File: src/hw/flash_cmd_pkg.sv
// constants for the reset, unique-id and parameter-table command block
package flash_cmd_pkg;
  localparam logic [7:0] RESET_ARM_CMD = 8'h66;
  localparam logic [7:0] RESET_GO_CMD = 8'h99;
  localparam logic [7:0] UNIQUE_ID_READ_CMD = 8'h4B;
  localparam logic [7:0] PARAM_TABLE_READ_CMD = 8'h5A;
  localparam logic [7:0] NO_OPERATION_CMD = 8'h00;
  localparam int UID_DUMMY_BYTES = 4;
  localparam int PT_ADDR_BYTES = 3;
  localparam int PT_DUMMY_BYTES = 1;
  localparam int UID_BITS = 128;
  localparam int PT_AW = 8;
  localparam int PT_DEPTH = 256;
  localparam logic [PT_AW-1:0] PT_LAST_ADDR = 8'hFF;
  localparam logic [7:0] PT_SIG_B0 = 8'h53;
  localparam logic [7:0] PT_SIG_B1 = 8'h46;
  localparam logic [7:0] PT_SIG_B2 = 8'h44;
  localparam logic [7:0] PT_SIG_B3 = 8'h50;
  localparam logic [7:0] PT_MINOR_REV = 8'h00;
  localparam logic [7:0] PT_MAJOR_REV = 8'h01;
  localparam logic [7:0] PT_NUM_HDR = 8'h01;
  localparam logic [7:0] PT_UNUSED = 8'hFF;
  localparam logic [7:0] PT_HDR_ID = 8'h00;
  localparam logic [PT_AW-1:0] PT_A_SIG0 = 8'h00;
  localparam logic [PT_AW-1:0] PT_A_SIG1 = 8'h01;
  localparam logic [PT_AW-1:0] PT_A_SIG2 = 8'h02;
  localparam logic [PT_AW-1:0] PT_A_SIG3 = 8'h03;
  localparam logic [PT_AW-1:0] PT_A_MINOR = 8'h04;
  localparam logic [PT_AW-1:0] PT_A_MAJOR = 8'h05;
  localparam logic [PT_AW-1:0] PT_A_NHDR = 8'h06;
  localparam logic [PT_AW-1:0] PT_A_UNUSED = 8'h07;
  localparam logic [PT_AW-1:0] PT_A_HDR_ID = 8'h08;
  localparam logic [7:0] PT_FILL = 8'hFF;
  localparam int FIFO_W = 8;
  localparam int FIFO_D = 32;
endpackage

File: src/hw/byte_stream_if.sv
// valid/ready byte stream between the command block and its fifo
`timescale 1ns/1ps
`default_nettype none
interface byte_stream_if;
  logic valid;
  logic ready;
  logic [7:0] data;
  modport src (output valid, output data, input ready);
  modport snk (input valid, input data, output ready);
endinterface
`default_nettype wire

File: src/hw/stream_fifo.sv
// flip-flop fifo with valid and ready on both sides
`timescale 1ns/1ps
`default_nettype none
module stream_fifo #(
  parameter int WIDTH = 8,
  parameter int DEPTH = 32
) (
  input wire logic clk_in,
  input wire logic clr_in,
  input wire logic in_valid_in,
  output logic in_ready_out,
  input wire logic [WIDTH-1:0] in_data_in,
  output logic out_valid_out,
  input wire logic out_ready_in,
  output logic [WIDTH-1:0] out_data_out
);
  localparam int AW = $clog2(DEPTH);
  logic [WIDTH-1:0] mem_ff [DEPTH];
  logic [AW-1:0] wr_ff;
  logic [AW-1:0] rd_ff;
  logic [AW:0] cnt_ff;
  logic push;
  logic pop;

  // handshake flags
  assign in_ready_out = (cnt_ff != (AW+1)'(DEPTH));
  assign out_valid_out = (cnt_ff != '0);
  assign push = in_valid_in & in_ready_out;
  assign pop = out_valid_out & out_ready_in;
  assign out_data_out = mem_ff[rd_ff];

  // storage write
  always_ff @(posedge clk_in) begin
    if (push) begin
      mem_ff[wr_ff] <= in_data_in;
    end
  end

  // pointers and fill count
  always_ff @(posedge clk_in) begin
    if (clr_in) begin
      wr_ff <= '0;
      rd_ff <= '0;
      cnt_ff <= '0;
    end else begin
      if (push) begin
        wr_ff <= wr_ff + 1'b1;
      end
      if (pop) begin
        rd_ff <= rd_ff + 1'b1;
      end
      cnt_ff <= cnt_ff + (AW+1)'(push) - (AW+1)'(pop);
    end
  end
endmodule
`default_nettype wire

File: src/hw/flash_cmd_core.sv
// serial command block: software reset, unique id read, parameter table read
// Operation
// RULE1 - reset needs arm opcode then reset opcode
// RULE2 - reset returns standby, volatile state defaults
// RULE3 - any other command cancels armed reset
// RULE4 - reset aborts running program or erase
// RULE5 - host sends id opcode plus four dummies
// RULE6 - shift out 128-bit id on falling edges
// RULE7 - host sends opcode, address, dummy byte
// RULE8 - table byte shifted on falling edges
// RULE9 - any start address accepted
// RULE10 - address advances after each byte
// RULE11 - address wraps to zero, output continues
// RULE12 - chip select high stops data drive
// RULE13 - table read ignored while array busy
// RULE14 - byte four reads minor revision zero
// RULE15 - byte five reads major revision one
// RULE16 - byte six reads header count one
// RULE17 - byte seven always reads all ones
// RULE18 - byte eight reads header id zero
// RULE19 - bytes zero to three hold signature
// RULE20 - no-op only cancels armed reset
// RULE21 - chip select high keeps device standby
`timescale 1ns/1ps
`default_nettype none
module flash_cmd_core
  import flash_cmd_pkg::*;
#(
  parameter logic [UID_BITS-1:0] UNIQUE_ID = 128'h0123456789ABCDEF0F1E2D3C4B5A6978 // arbitrary value
) (
  input wire logic CLK_SYS_IN,
  input wire logic SRST_IN,
  input wire logic CS_N_IN,
  input wire logic SCLK_IN,
  input wire logic SI_IN,
  output logic SO_OUT,
  output logic SO_OE_N_OUT,
  input wire logic ARRAY_BUSY_IN,
  output logic ARRAY_ABORT_OUT,
  output logic SOFT_RESET_OUT,
  output logic RESET_ARMED_OUT
);
  typedef enum logic [2:0] {ST_IDLE, ST_OPC, ST_ADDR, ST_DUMMY, ST_UID, ST_TABLE, ST_SKIP} state_e;

  // table lookup for one byte address
  function automatic logic [7:0] table_byte(input logic [PT_AW-1:0] a);
    logic [7:0] v;
    v = PT_FILL;
    unique case (a)
      PT_A_SIG0: v = PT_SIG_B0; // [RULE19]
      PT_A_SIG1: v = PT_SIG_B1; // [RULE19]
      PT_A_SIG2: v = PT_SIG_B2; // [RULE19]
      PT_A_SIG3: v = PT_SIG_B3; // [RULE19]
      PT_A_MINOR: v = PT_MINOR_REV; // [RULE14]
      PT_A_MAJOR: v = PT_MAJOR_REV; // [RULE15]
      PT_A_NHDR: v = PT_NUM_HDR; // [RULE16]
      PT_A_UNUSED: v = PT_UNUSED; // [RULE17]
      PT_A_HDR_ID: v = PT_HDR_ID; // [RULE18]
      default: v = PT_FILL;
    endcase
    return v;
  endfunction

  logic [2:0] cs_sync_ff;
  logic [2:0] sclk_sync_ff;
  logic [1:0] si_sync_ff;
  logic sel;
  logic rise;
  logic fall;
  logic cs_fall;
  state_e state_ff;
  state_e nxt_state;
  logic [7:0] shift_ff;
  logic [2:0] bit_ff;
  logic [1:0] cnt_ff;
  logic [7:0] opc_ff;
  logic [PT_AW-1:0] addr_ff;
  logic armed_ff;
  logic soft_rst_ff;
  logic abort_ff;
  logic [6:0] uid_idx_ff;
  logic so_ff;
  logic drive_ff;
  logic [7:0] out_byte_ff;
  logic byte_done;
  logic [7:0] byte_in;
  byte_stream_if tx ();
  byte_stream_if rx ();

  // two-stage synchronisers, third stage for edge detection
  always_ff @(posedge CLK_SYS_IN) begin
    if (SRST_IN) begin
      cs_sync_ff <= 3'h7;
      sclk_sync_ff <= 3'h0;
      si_sync_ff <= 2'h0;
    end else begin
      cs_sync_ff <= {cs_sync_ff[1:0], CS_N_IN};
      sclk_sync_ff <= {sclk_sync_ff[1:0], SCLK_IN};
      si_sync_ff <= {si_sync_ff[0], SI_IN};
    end
  end

  // select level, select fall and serial clock edges from the synchronised pins
  assign sel = ~cs_sync_ff[1];
  assign cs_fall = cs_sync_ff[2] & ~cs_sync_ff[1];
  assign rise = sel & sclk_sync_ff[1] & ~sclk_sync_ff[2];
  assign fall = sel & ~sclk_sync_ff[1] & sclk_sync_ff[2];
  assign byte_in = {shift_ff[6:0], si_sync_ff[1]};
  assign byte_done = rise & (bit_ff == 3'h7);

  // input shift register, bits latched on rising clock edges
  always_ff @(posedge CLK_SYS_IN) begin
    if (SRST_IN || !sel) begin
      shift_ff <= 8'h00;
      bit_ff <= 3'h0;
    end else if (rise) begin
      shift_ff <= byte_in; // [RULE7]
      bit_ff <= bit_ff + 3'h1;
    end
  end

  // command phase sequencing
  always_comb begin
    nxt_state = state_ff;
    unique case (state_ff)
      ST_IDLE: begin
        if (cs_fall) begin
          nxt_state = ST_OPC;
        end
      end
      ST_OPC: begin
        if (byte_done) begin
          if (byte_in == UNIQUE_ID_READ_CMD) begin
            nxt_state = ST_DUMMY; // [RULE5]
          end else if (byte_in == PARAM_TABLE_READ_CMD && !ARRAY_BUSY_IN) begin
            nxt_state = ST_ADDR;
          end else begin
            nxt_state = ST_SKIP; // [RULE13]
          end
        end
      end
      ST_ADDR: begin
        if (byte_done && cnt_ff == 2'(PT_ADDR_BYTES - 1)) begin
          nxt_state = ST_DUMMY;
        end
      end
      ST_DUMMY: begin
        if (byte_done && opc_ff == UNIQUE_ID_READ_CMD && cnt_ff == 2'(UID_DUMMY_BYTES - 1)) begin
          nxt_state = ST_UID; // [RULE5]
        end else if (byte_done && opc_ff == PARAM_TABLE_READ_CMD && cnt_ff == 2'(PT_DUMMY_BYTES - 1)) begin
          nxt_state = ST_TABLE; // [RULE7]
        end
      end
      ST_UID, ST_TABLE, ST_SKIP: nxt_state = state_ff;
      default: nxt_state = ST_IDLE;
    endcase
    if (!sel) begin
      nxt_state = ST_IDLE; // [RULE21] [RULE12]
    end
  end

  // state register
  always_ff @(posedge CLK_SYS_IN) begin
    if (SRST_IN || soft_rst_ff) begin
      state_ff <= ST_IDLE; // [RULE2]
    end else begin
      state_ff <= nxt_state;
    end
  end

  // opcode capture and byte counter within a phase
  always_ff @(posedge CLK_SYS_IN) begin
    if (SRST_IN || !sel) begin
      opc_ff <= 8'h00;
      cnt_ff <= 2'h0;
    end else if (byte_done) begin
      if (state_ff == ST_OPC) begin
        opc_ff <= byte_in;
        cnt_ff <= 2'h0;
      end else if (state_ff != nxt_state) begin
        cnt_ff <= 2'h0;
      end else begin
        cnt_ff <= cnt_ff + 2'h1;
      end
    end
  end

  // table address: any start, advance per byte, wrap past top
  always_ff @(posedge CLK_SYS_IN) begin
    if (SRST_IN || soft_rst_ff) begin
      addr_ff <= '0; // [RULE2]
    end else if (byte_done && state_ff == ST_ADDR) begin
      addr_ff <= byte_in[PT_AW-1:0]; // [RULE9] low bits of the final address byte
    end else if (fall && state_ff == ST_TABLE && bit_ff == 3'h7) begin
      addr_ff <= (addr_ff == PT_LAST_ADDR) ? '0 : addr_ff + 1'b1; // [RULE10] [RULE11]
    end
  end

  // reset arm latch and two-step software reset
  always_ff @(posedge CLK_SYS_IN) begin
    if (SRST_IN || soft_rst_ff) begin
      armed_ff <= 1'b0;
      soft_rst_ff <= 1'b0;
      abort_ff <= 1'b0;
    end else begin
      soft_rst_ff <= 1'b0;
      abort_ff <= 1'b0;
      if (byte_done && state_ff == ST_OPC) begin
        if (byte_in == RESET_ARM_CMD) begin
          armed_ff <= 1'b1;
        end else if (byte_in == RESET_GO_CMD && armed_ff) begin
          soft_rst_ff <= 1'b1; // [RULE1]
          abort_ff <= ARRAY_BUSY_IN; // [RULE4]
          armed_ff <= 1'b0;
        end else begin
          armed_ff <= 1'b0; // [RULE3] [RULE20]
        end
      end
    end
  end

  // status outputs; abort is registered with the reset pulse so both stand one cycle
  assign SOFT_RESET_OUT = soft_rst_ff;
  assign ARRAY_ABORT_OUT = abort_ff; // [RULE4]
  assign RESET_ARMED_OUT = armed_ff;

  // the fifo feeds outgoing bytes; producer fills it from the address counter
  // the id phase loads the fifo but never pops it: id bits come from the parameter
  logic [PT_AW-1:0] fill_addr_ff;
  logic [1:0] uid_fill_ff;
  logic [2:0] uid_word_ff;
  logic fill_on;
  assign fill_on = (state_ff == ST_TABLE) || (state_ff == ST_UID);
  always_ff @(posedge CLK_SYS_IN) begin
    if (SRST_IN || !fill_on) begin
      fill_addr_ff <= addr_ff;
      uid_word_ff <= 3'h0;
      uid_fill_ff <= 2'h0;
    end else if (tx.valid && tx.ready) begin
      fill_addr_ff <= (fill_addr_ff == PT_LAST_ADDR) ? '0 : fill_addr_ff + 1'b1; // [RULE11]
      uid_fill_ff <= uid_fill_ff + 2'h1;
      if (uid_fill_ff == 2'h3) begin
        uid_word_ff <= uid_word_ff + 3'h1;
      end
    end
  end
  assign tx.valid = fill_on && !(state_ff == ST_UID && uid_word_ff == 3'h4);
  assign tx.data = (state_ff == ST_TABLE) ? table_byte(fill_addr_ff) : 8'h00;

  stream_fifo #(.WIDTH(FIFO_W), .DEPTH(FIFO_D)) stream_fifo_inst (
    .clk_in(CLK_SYS_IN),
    .clr_in(SRST_IN | ~fill_on),
    .in_valid_in(tx.valid),
    .in_ready_out(tx.ready),
    .in_data_in(tx.data),
    .out_valid_out(rx.valid),
    .out_ready_in(rx.ready),
    .out_data_out(rx.data)
  );

  // next byte taken from fifo at the start of each output byte
  assign rx.ready = fall && bit_ff == 3'h0 && state_ff == ST_TABLE;

  // output shift: table bytes msb first, id bits msb first, on falling edges
  always_ff @(posedge CLK_SYS_IN) begin
    if (SRST_IN || !sel) begin
      so_ff <= 1'b0;
      drive_ff <= 1'b0; // [RULE12]
      uid_idx_ff <= 7'h7F;
      out_byte_ff <= 8'h00;
    end else if (fall && state_ff == ST_TABLE) begin
      drive_ff <= 1'b1;
      if (bit_ff == 3'h0) begin
        so_ff <= rx.data[7]; // [RULE8]
        out_byte_ff <= {rx.data[6:0], 1'b0};
      end else begin
        so_ff <= out_byte_ff[7]; // [RULE8]
        out_byte_ff <= {out_byte_ff[6:0], 1'b0};
      end
    end else if (fall && state_ff == ST_UID) begin
      drive_ff <= 1'b1;
      so_ff <= UNIQUE_ID[uid_idx_ff]; // [RULE6]
      uid_idx_ff <= uid_idx_ff - 7'h1;
    end
  end

  // output pin and its active-low enable
  assign SO_OUT = so_ff;
  assign SO_OE_N_OUT = ~drive_ff;

  // armed state dropped by any non-reset opcode
  a_arm_cancel: assert property (@(posedge CLK_SYS_IN) disable iff (SRST_IN)
    (byte_done && state_ff == ST_OPC && byte_in != RESET_ARM_CMD) |=> !armed_ff) // [RULE3]
    else $error("armed reset not cleared");
  // reset pulse only after armed reset opcode
  a_reset_pair: assert property (@(posedge CLK_SYS_IN) disable iff (SRST_IN)
    $rose(soft_rst_ff) |-> $past(armed_ff) && $past(byte_done) && $past(byte_in) == RESET_GO_CMD) // [RULE1]
    else $error("reset without arm");
  // reset returns to idle next cycle
  a_reset_idle: assert property (@(posedge CLK_SYS_IN) disable iff (SRST_IN)
    soft_rst_ff |=> state_ff == ST_IDLE && !armed_ff) // [RULE2]
    else $error("reset did not restore standby");
  // abort follows reset while busy
  a_reset_abort: assert property (@(posedge CLK_SYS_IN) disable iff (SRST_IN)
    soft_rst_ff |-> ARRAY_ABORT_OUT == $past(ARRAY_BUSY_IN)) // [RULE4]
    else $error("busy operation not aborted");
  // busy blocks table read
  a_busy_reject: assert property (@(posedge CLK_SYS_IN) disable iff (SRST_IN)
    (byte_done && state_ff == ST_OPC && ARRAY_BUSY_IN) |=> state_ff != ST_ADDR) // [RULE13]
    else $error("table read accepted while busy");
  // deselect releases data line within sync delay
  a_cs_release: assert property (@(posedge CLK_SYS_IN) disable iff (SRST_IN)
    $rose(cs_sync_ff[1]) |=> SO_OE_N_OUT && state_ff == ST_IDLE) // [RULE12] [RULE21]
    else $error("output still driven after deselect");
  // address wraps to zero past top
  a_addr_wrap: assert property (@(posedge CLK_SYS_IN) disable iff (SRST_IN)
    (fall && state_ff == ST_TABLE && bit_ff == 3'h7 && addr_ff == PT_LAST_ADDR) |=> addr_ff == '0) // [RULE11]
    else $error("address did not wrap");
  // address advances by one per byte
  a_addr_step: assert property (@(posedge CLK_SYS_IN) disable iff (SRST_IN)
    (fall && state_ff == ST_TABLE && bit_ff == 3'h7 && addr_ff != PT_LAST_ADDR) |=> addr_ff == $past(addr_ff) + 1'b1) // [RULE10]
    else $error("address did not advance");
  // header constants
  a_hdr_bytes: assert property (@(posedge CLK_SYS_IN)
    table_byte(PT_A_MINOR) == 8'h00 && table_byte(PT_A_MAJOR) == 8'h01 && table_byte(PT_A_NHDR) == 8'h01
    && table_byte(PT_A_UNUSED) == 8'hFF && table_byte(PT_A_HDR_ID) == 8'h00) // [RULE14] [RULE15] [RULE16] [RULE17] [RULE18]
    else $error("table header byte wrong");
  // fifo holds the next table byte whenever the output needs one
  a_fifo_ready: assert property (@(posedge CLK_SYS_IN) disable iff (SRST_IN)
    rx.ready |-> rx.valid) // [RULE10]
    else $error("table byte not ready in fifo");
  // abort only ever comes with the reset pulse
  a_abort_pulse: assert property (@(posedge CLK_SYS_IN) disable iff (SRST_IN)
    ARRAY_ABORT_OUT |-> SOFT_RESET_OUT) // [RULE4]
    else $error("abort without software reset");
  // data line driven only in the id and table output phases
  a_drive_phase: assert property (@(posedge CLK_SYS_IN) disable iff (SRST_IN)
    !SO_OE_N_OUT |-> (state_ff == ST_TABLE || state_ff == ST_UID)) // [RULE12]
    else $error("data driven outside output phase");
  // refused or unknown commands keep the data line released
  a_skip_quiet: assert property (@(posedge CLK_SYS_IN) disable iff (SRST_IN)
    state_ff == ST_SKIP |-> SO_OE_N_OUT) // [RULE13]
    else $error("refused command drives data");
endmodule
`default_nettype wire

File: config.mk
export PLATFORM = sky130hd
export DESIGN_NAME = flash_cmd_core
export DESIGN_NICKNAME = d
export VERILOG_FILES = /design/src/hw/flash_cmd_pkg.sv /design/src/hw/byte_stream_if.sv /design/src/hw/stream_fifo.sv /design/src/hw/flash_cmd_core.sv
export SDC_FILE = /design/constraint.sdc
export NUM_CORES = 1
export LEC_CHECK = 0
export BUFFER_PORTS_ARGS = -buffer_cell sky130_fd_sc_hd__buf_2
export CAP_MARGIN = 15
export CELL_PAD_IN_SITES_DETAIL_PLACEMENT = 1
export CELL_PAD_IN_SITES_GLOBAL_PLACEMENT = 2
export CORE_MARGIN = 3
export CORE_UTILIZATION = 49
export CTS_CLUSTER_SIZE = 40
export DETAILED_ROUTE_END_ITERATION = 12
export MAX_ROUTING_LAYER = met4
export PLACE_DENSITY_LB_ADDON = 0.1
export RECOVER_POWER = 25
export REMOVE_ABC_BUFFERS = 1
export SLEW_MARGIN = 20
export SYNTH_ARGS = -nofsm -noshare
export SYNTH_HDL_FRONTEND = slang
export SYNTH_SLANG_ARGS = --single-unit
File: constraint.sdc
create_clock -name CLK_SYS_IN -period 6.2 [get_ports CLK_SYS_IN]
set_clock_uncertainty 0.2 [all_clocks]
set_input_delay 1.24 -clock CLK_SYS_IN [delete_from_list [all_inputs] [get_ports CLK_SYS_IN]]
set_output_delay 1.24 -clock CLK_SYS_IN [all_outputs]
set_load 0.02 [all_outputs]
==> impl_results.md, run 1 <==
* Status: complete, but fails checks
* Failing checks: max-capacitance violations, max-slew violations
* Hold Path Class: reg -> reg
* CP Capture Type: flip-flop
* Num CTS Buffers at 31
* Max Used Layer: met4
* Critical Path RT at 6.42 ns
* Starting DRC count in detailed routing at 572
* WP buf/inv at 4
* Clock Sinks at 291
* Final hold vios at 0
* Cell chain of the critical path: clkbuf_1 -> or3b_1 -> clkbuf_1 -> nor2_2 -> inv_1 -> mux2i_1 -> inv_1 -> ha_1 -> nor2_1 -> a21o_1 -> a21oi_1
* HPWL after DPL at 19,000 um
* Detail Route Antenna Nets at 0
* Die X-Extent at 168 um
* Antenna violations before repair at 0
* Yosys warning count at 0
* Adder-Cell Fraction of Synth Area at 0.0378
* Post-CTS setup buffer count at 0
* Total die area at 28,100 um2
* R2R setup slack at 2.32 ns
* Maximum clock path buffer count at 3
* I/O Buffers at 10
* CTS tree: built
* Minimum clock period at 4.21 ns
* Pin count of the biggest net entering global routing at 34
* Clock-pin slew on the worst setup and hold paths at 0.06 ns
* Synth async-reset ratio at 0
* Delay of the slowest cell on the worst path at 1.07 ns
* CTS H-tree depth at 1
* Core ar. at 25,400 um2
* Finish-stage setup viols at 0
* Cts-stage hold buffer count at 0
* Hold worst-path end: cs_sync_ff[1]
* WL final at 28,400 um
* Normalized max-slew margin at -0.0426
* Cell family with most CP delay: buffers and inverters
* DRC at 0
* Startpoint Class: input port
* Post-Syn Area per Cell at 13.7 um2
* Multiplexer share of the synthesized area at 0.126
* Most numerous cell in the Yosys netlist: edfxtp_1
* Tot GR Track Use at 0.211
* Maximum clock frequency at 0.237 GHz
* Unrepaired setup endpoints after global routing: no
* Worst hold stages at 1
* First-pass GRT wire length at 45,700 um
* Largest family of logic cells by synthesized area: multiplexers
* R2R depth at 10
* Simple-Gate Fraction of Synth Area at 0.112
* Yosys top cell area share at 0.470
* Synth area leaders: edfxtp_1, dfxtp_1, mux4_2
* Peak supply drop at 0.000221 V
* Routed met2 length at 14,500 um
* Final Max Slew Viols at 66
* Crit-path slowest cell: clkbuf_1
* Vias in the first global route at 8,031
* Layout cell share with drive strength beyond 1 at 0.160
* Sequential fraction of the synthesis area at 0.612
* Avg Vias per Cell at 5.83
* # rows at 58
* Yosys top cell by area: edfxtp_1
* Synth Area in Compound Gates at 0.0633
* Post-synth EDFFs at 200
* M1 WL at 12,200 um
* Vias at 7,532
* Start of the worst register-to-register path: state_ff[1]
* Main synth FF type: edfxtp_1
* Xor and xnor area share after synthesis at 0.0191
* DR WL met3 at 1120 um
* # IOs at 11
* GRT overflow at 0
* Synth-to-Final Area Change at 9.44%
* Worst-margin pin slew at 1.56 ns
* Setup_tns at 0 ns
* Cells after Synth at 934
* Worst Path Arrival at 4.44 ns
* Antenna cells at 0
* Crit share post-route at 0.680
* Post-CTS sizing at 0
* Placed insts at 1,239
* LEAKAGE at 4.87 nW
* Synth Cell Area at 12,800 um2
* Max cap viols at 2
* Seq cells post-synth at 291
* Commonest cells in the netlist: edfxtp_1, nor2_1, dfxtp_1, mux4_2
* HP Start: cs_sync_ff[0]
* Initial Util at 0.503
* Wire per inst at 22.0 um
* Nets@finish at 986
* Number of detailed-routing iterations run before antenna repair at 4
* Clk root buf: clkbuf_16
* Netlist cell types at 77
* Pwr dens at 265 nW/um2
* Die height at 168 um
* GP Congestion at 0.797
* Clock Latency Late Sink at 0.57 ns
* Layout Cells excl Fill at 1,293
* Critical path fanouts, max at 33
* Final core occ at 0.551
* WS Path Type: in -> reg
layer usage:
metal  global-route usage  up-vias
li1                     -     3515
met1                0.274     3812
met2                0.362      161
met3               0.0267       44
met4               0.0462        0
met5                    -        -
final cells by class:
cell class	instances	area, um2
inverter	34	130
clock inverter	15	88.8
timing repair buffer	22	113
sequential	291	7830
tap	330	413
multi-input combinational	562	4610
fill	2485	11400
clock buffer	39	806
metrics by stage:
step	worst slack, ns	total power (W)	instance area (um2)	hold WS [ns]
2_1_floorplan	2.09	0.00210	12500	0.189
3_3_place_gp	2.17	0.00211	13100	0.220
5_1_grt	1.59	0.00385	14000	0.242
4_1_cts	2.43	0.00376	14000	0.228
6_report	1.99	0.00371	14000	0.227
3_5_place_dp	1.99	0.00211	13100	0.200
worst max-delay path by stage:
stage	from	end	slack [ns]	cells past startpoint
after CTS	cs_sync_ff[1]	flip-flop	2.43	13
after global routing	SRST_IN	flip-flop	1.59	11
after floorplan	flip-flop	SO_OUT	2.09	6
after detailed placement	SRST_IN	flip-flop	1.99	12
after global placement	SRST_IN	flip-flop	2.17	12
final	SRST_IN	flip-flop	1.99	11
state kept, by name, summed over array words and instances, names as in the netlist, 6 cells and up, named ones only:
signal                   cells
addr_ff                      8
fill_addr_ff                 8
opc_ff                       8
out_byte_ff                  7
shift_ff                     7
stream_fifo_inst.cnt_ff      6
stream_fifo_inst.mem_ff    192
uid_idx_ff                   7
cells in the final DEF, fill, tap and decap left out, drive strengths merged, types with 6 or more instances in the layout:
| master | Yosys | final |
|---|---|---|
| or3 | 7 | 7 |
| nand2 | 38 | 38 |
| a31oi | 7 | 7 |
| nor2 | 123 | 123 |
| xor2 | 14 | 14 |
| nor3 | 21 | 21 |
| clkinv | 0 | 12 |
| nand3 | 21 | 21 |
| nand4 | 6 | 6 |
| mux4 | 56 | 56 |
| a21oi | 37 | 37 |
| clkbuf | 26 | 47 |
| mux2i | 31 | 31 |
| xnor2 | 13 | 13 |
| o21ai | 34 | 34 |
| inv | 34 | 35 |
| nand2b | 6 | 6 |
| ha | 37 | 37 |
| nor2b | 13 | 13 |
| buf | 21 | 14 |
| edfxtp | 200 | 200 |
| a211oi | 12 | 12 |
| dfxtp | 91 | 91 |
power breakdown:
part	internal (W)	total, W	switching (W)
sequential	0.00205	0.00205	0.00000229
clock	0.000916	0.00165	0.000734
combinational	0.00000425	0.0000117	0.00000749
logic make-up (layout without fill, tap and decap cells):
family | after synthesis | count (layout)
AOI/OAI and AO/OA | 124 | 124
buffers and inverters | 81 | 110
xor gates and xnor gates | 27 | 27
DFF | 291 | 291
adders and majority gates | 38 | 38
and+or+nand+nor | 282 | 282
muxes | 91 | 91
Power figures use the tool's default switching activity.
==> run 2, diff against run 1 <==
--- a/config.mk
+++ b/config.mk
@@ -10,7 +10,7 @@
 export CELL_PAD_IN_SITES_DETAIL_PLACEMENT = 1
 export CELL_PAD_IN_SITES_GLOBAL_PLACEMENT = 2
 export CORE_MARGIN = 3
-export CORE_UTILIZATION = 49
+export CORE_UTILIZATION = 41
 export CTS_CLUSTER_SIZE = 40
 export DETAILED_ROUTE_END_ITERATION = 12
 export MAX_ROUTING_LAYER = met4
==> constraint.sdc (replaced) <==
create_clock -name CLK_SYS_IN -period 3.75 [get_ports CLK_SYS_IN]
set_clock_uncertainty 0.2 [all_clocks]
set_input_delay 0.75 -clock CLK_SYS_IN [delete_from_list [all_inputs] [get_ports CLK_SYS_IN]]
set_output_delay 0.75 -clock CLK_SYS_IN [all_outputs]
set_load 0.02 [all_outputs]
==> run 2 against run 1 <==
The flow now finishes without violations. Register-to-register slack lost 1.9 ns. Highest routed layer unchanged. Via count grew 0.15%. Worst setup slack lost 1.6 ns. Design area grew 3.4%. Sequential power grew 65%. Hold slack gained 0.0069 ns. Core utilization shrank 7.9 points. Power grew 82%. Die area grew 19%. Non-clock buffer count grew 18. Critical path depth shrank 1.
==> impl_results.md, run 2 (synthesis gave the netlist of run 1 again) <==
* Post-route cell area at 14,500 um2 (+3.4%)
* Clock Latency Late Sink at 0.51 ns (-0.06 ns)
* Minimum clock period at 3.36 ns
* Detail Route Antenna Nets at 0 (unchanged)
* Cell chain of the critical path: clkbuf_1 -> nor3b_1 -> nand3_1 -> nand2_2 -> nand2_2 -> ha_1 -> mux2_2 -> o311ai_1 -> o32ai_1 -> a41o_1
* Largest Register: stream_fifo_inst.mem_ff
* # IOs at 11 (unchanged)
* Maximum clock path buffer count at 3 (unchanged)
* CTS tree: built
* Clock-pin slew on the worst setup and hold paths at 0.06 ns (about the same)
* Die height at 183 um (+9.0%)
* Unrepaired setup endpoints after global routing: no
* DRC at 0 (unchanged)
* GRT overflow at 0 (unchanged)
* Post-CTS setup buffer count at 0 (unchanged)
* Crit-path slowest cell: nor3b_1
* HPWL after DPL at 20,500 um (+7.6%)
* Status: finished, final reports clean
* Final core occ at 0.472 (-0.0790)
* Most frequent cells in the layout: edfxtp_1, nor2_1, dfxtp_1, mux4_2
* Antenna violations before repair at 0 (unchanged)
* I/O Buffers at 10 (unchanged)
* Antenna cells at 0 (unchanged)
* Max cap viols at 0 (-2)
* Number of detailed-routing iterations run before antenna repair at 6 (+2)
* Hold Path Class: reg -> reg
* Crit share post-route at 0.896
* Cts-stage hold buffer count at 0 (unchanged)
* CTS H-tree depth at 2 (+1)
* WL final at 29,700 um (+4.7%)
* Core ar. at 30,700 um2 (+21%)
* Num CTS Buffers at 34 (+9.7%)
* Nets@finish at 1,007 (+2.1%)
* Peak supply drop at 0.000425 V (+92%)
* First-pass GRT wire length at 47,500 um (+3.9%)
* Delay of the slowest cell on the worst path at 0.55 ns (-0.52 ns)
* Total die area at 33,300 um2 (+19%)
* Vias at 7,543 (+0.15%)
* Die X-Extent at 183 um (+9.0%)
* CP Capture Type: flip-flop
* Clk root buf: clkbuf_16
* Final Max Slew Viols at 0 (-100%)
* Critical path fanouts, max at 16 (-52%)
* Commonest non-fill, non-tap cell in the layout: edfxtp_1
* GP Congestion at 0.782 (-1.8%)
* Initial Util at 0.417 (-0.0865)
* Finish-stage setup viols at 0 (unchanged)
* Layout cell share with drive strength beyond 1 at 0.184 (+0.0241)
* Starting DRC count in detailed routing at 308 (-46%)
* Tot GR Track Use at 0.187 (-0.0240)
* Post-CTS sizing at 0 (unchanged)
* Vias in the first global route at 8,264 (+2.9%)
* Largest register FFs at 192 (unchanged)
* Pin count of the biggest net entering global routing at 33 (-2.9%)
* Most frequent CP cell: nand2_2
* Critical Path RT at 3.95 ns (-2.47 ns)
* Worst Path Arrival at 3.55 ns (-0.89 ns)
* Area of placed instances at 13,300 um2 (+1.7%)
* WS Path Type: reg -> reg
* # rows at 64 (+10%)
* Wire per inst at 21.5 um (-2.3%)
* Hold Slack at 0.234 ns (+0.00688 ns)
* Filler cells at 3,073 (+24%)
* LEAKAGE at 4.92 nW (+1.0%)
* Pwr dens at 467 nW/um2 (+76%)
* Startpoint Class: flip-flop
* Synth-to-Final Area Change at 13.2%
* Normalized max-slew margin at 0.0631 (+0.106)
* Avg Vias per Cell at 5.45 (-6.5%)
* Maximum clock frequency at 0.298 GHz
* Worst-margin pin slew at 1.41 ns (-0.159 ns)
* Clock Sinks at 291 (unchanged)
* Final hold vios at 0 (unchanged)
==> run 2: cell count changes in the layout (fill, tap and decap cells not counted), moves of 2 or more <==
cell       before  now
bufinv_16       0    4
buf_2           9    4
clkbuf_2        0    2
clkbuf_1       16   14
clkinv_8        0    2
buf_4           5   25
clkbuf_16      31   36
==> run 2: routing by layer <==
metal | global-route usage | share of wire
met1 | 0.236 | 0.43
met2 | 0.322 | 0.52
met3 | 0.0265 | 0.035
met4 | 0.0445 | 0.018
met5 | - | 0
==> run 2: final timing paths <==
| kind | from | endpoint | slack (ns) | cells past startpoint |
|---|---|---|---|---|
| setup / recovery | state_ff[1] | flip-flop | 0.39 | 10 |
| hold / removal | cs_sync_ff[0] | cs_sync_ff[1] | 0.23 | 1 |
| setup reg to reg | state_ff[1] | flip-flop | 0.39 | 10 |
| hold reg to reg | cs_sync_ff[0] | cs_sync_ff[1] | 0.23 | 1 |
==> run 2: power by group <==
part	switching, W	leakage, nW	total, W	internal (W)
clock	0.00130	0.558	0.00334	0.00204
sequential	0.00000359	2.77	0.00339	0.00339
combinational	0.0000132	1.59	0.0000211	0.00000786
total	0.00132	4.92	0.00676	0.00544
==> run 2: final cells by class <==
class | count | area, um2 | share of cell area
inverter | 34 | 130 | 0.00899
sequential | 291 | 7830 | 0.541
clock buffer | 41 | 920 | 0.0635
timing repair buffer | 40 | 251 | 0.0174
multi-input combinational | 562 | 4610 | 0.319
clock inverter | 21 | 231 | 0.0160
tap | 396 | 495 | 0.0342
==> run 2: metrics by stage <==
stage / TNS, ns / std cells / total power (W) / setup WS [ns]
6_report: 0 / 1385 / 0.00676 / 0.392
4_1_cts: 0 / 1385 / 0.00685 / 0.482
5_1_grt: 0 / 1385 / 0.00699 / 0.138
2_1_floorplan: -1.41 / 887 / 0.00347 / -0.363
3_3_place_gp: 0 / 1323 / 0.00348 / 0.512
3_5_place_dp: 0 / 1323 / 0.00348 / 0.350
==> run 2: critical path: cells and delay by family, from the launching register on <==
| family | cells | cell delay, ns |
|---|---|---|
| buffers and inverters | 1 | 0.33 |
| DFF | 1 | 0.31 |
| muxes | 1 | 0.29 |
| adders and majority gates | 1 | 0.40 |
| and+or+nand+nor | 4 | 1.02 |
| AOI/OAI and AO/OA | 3 | 0.70 |
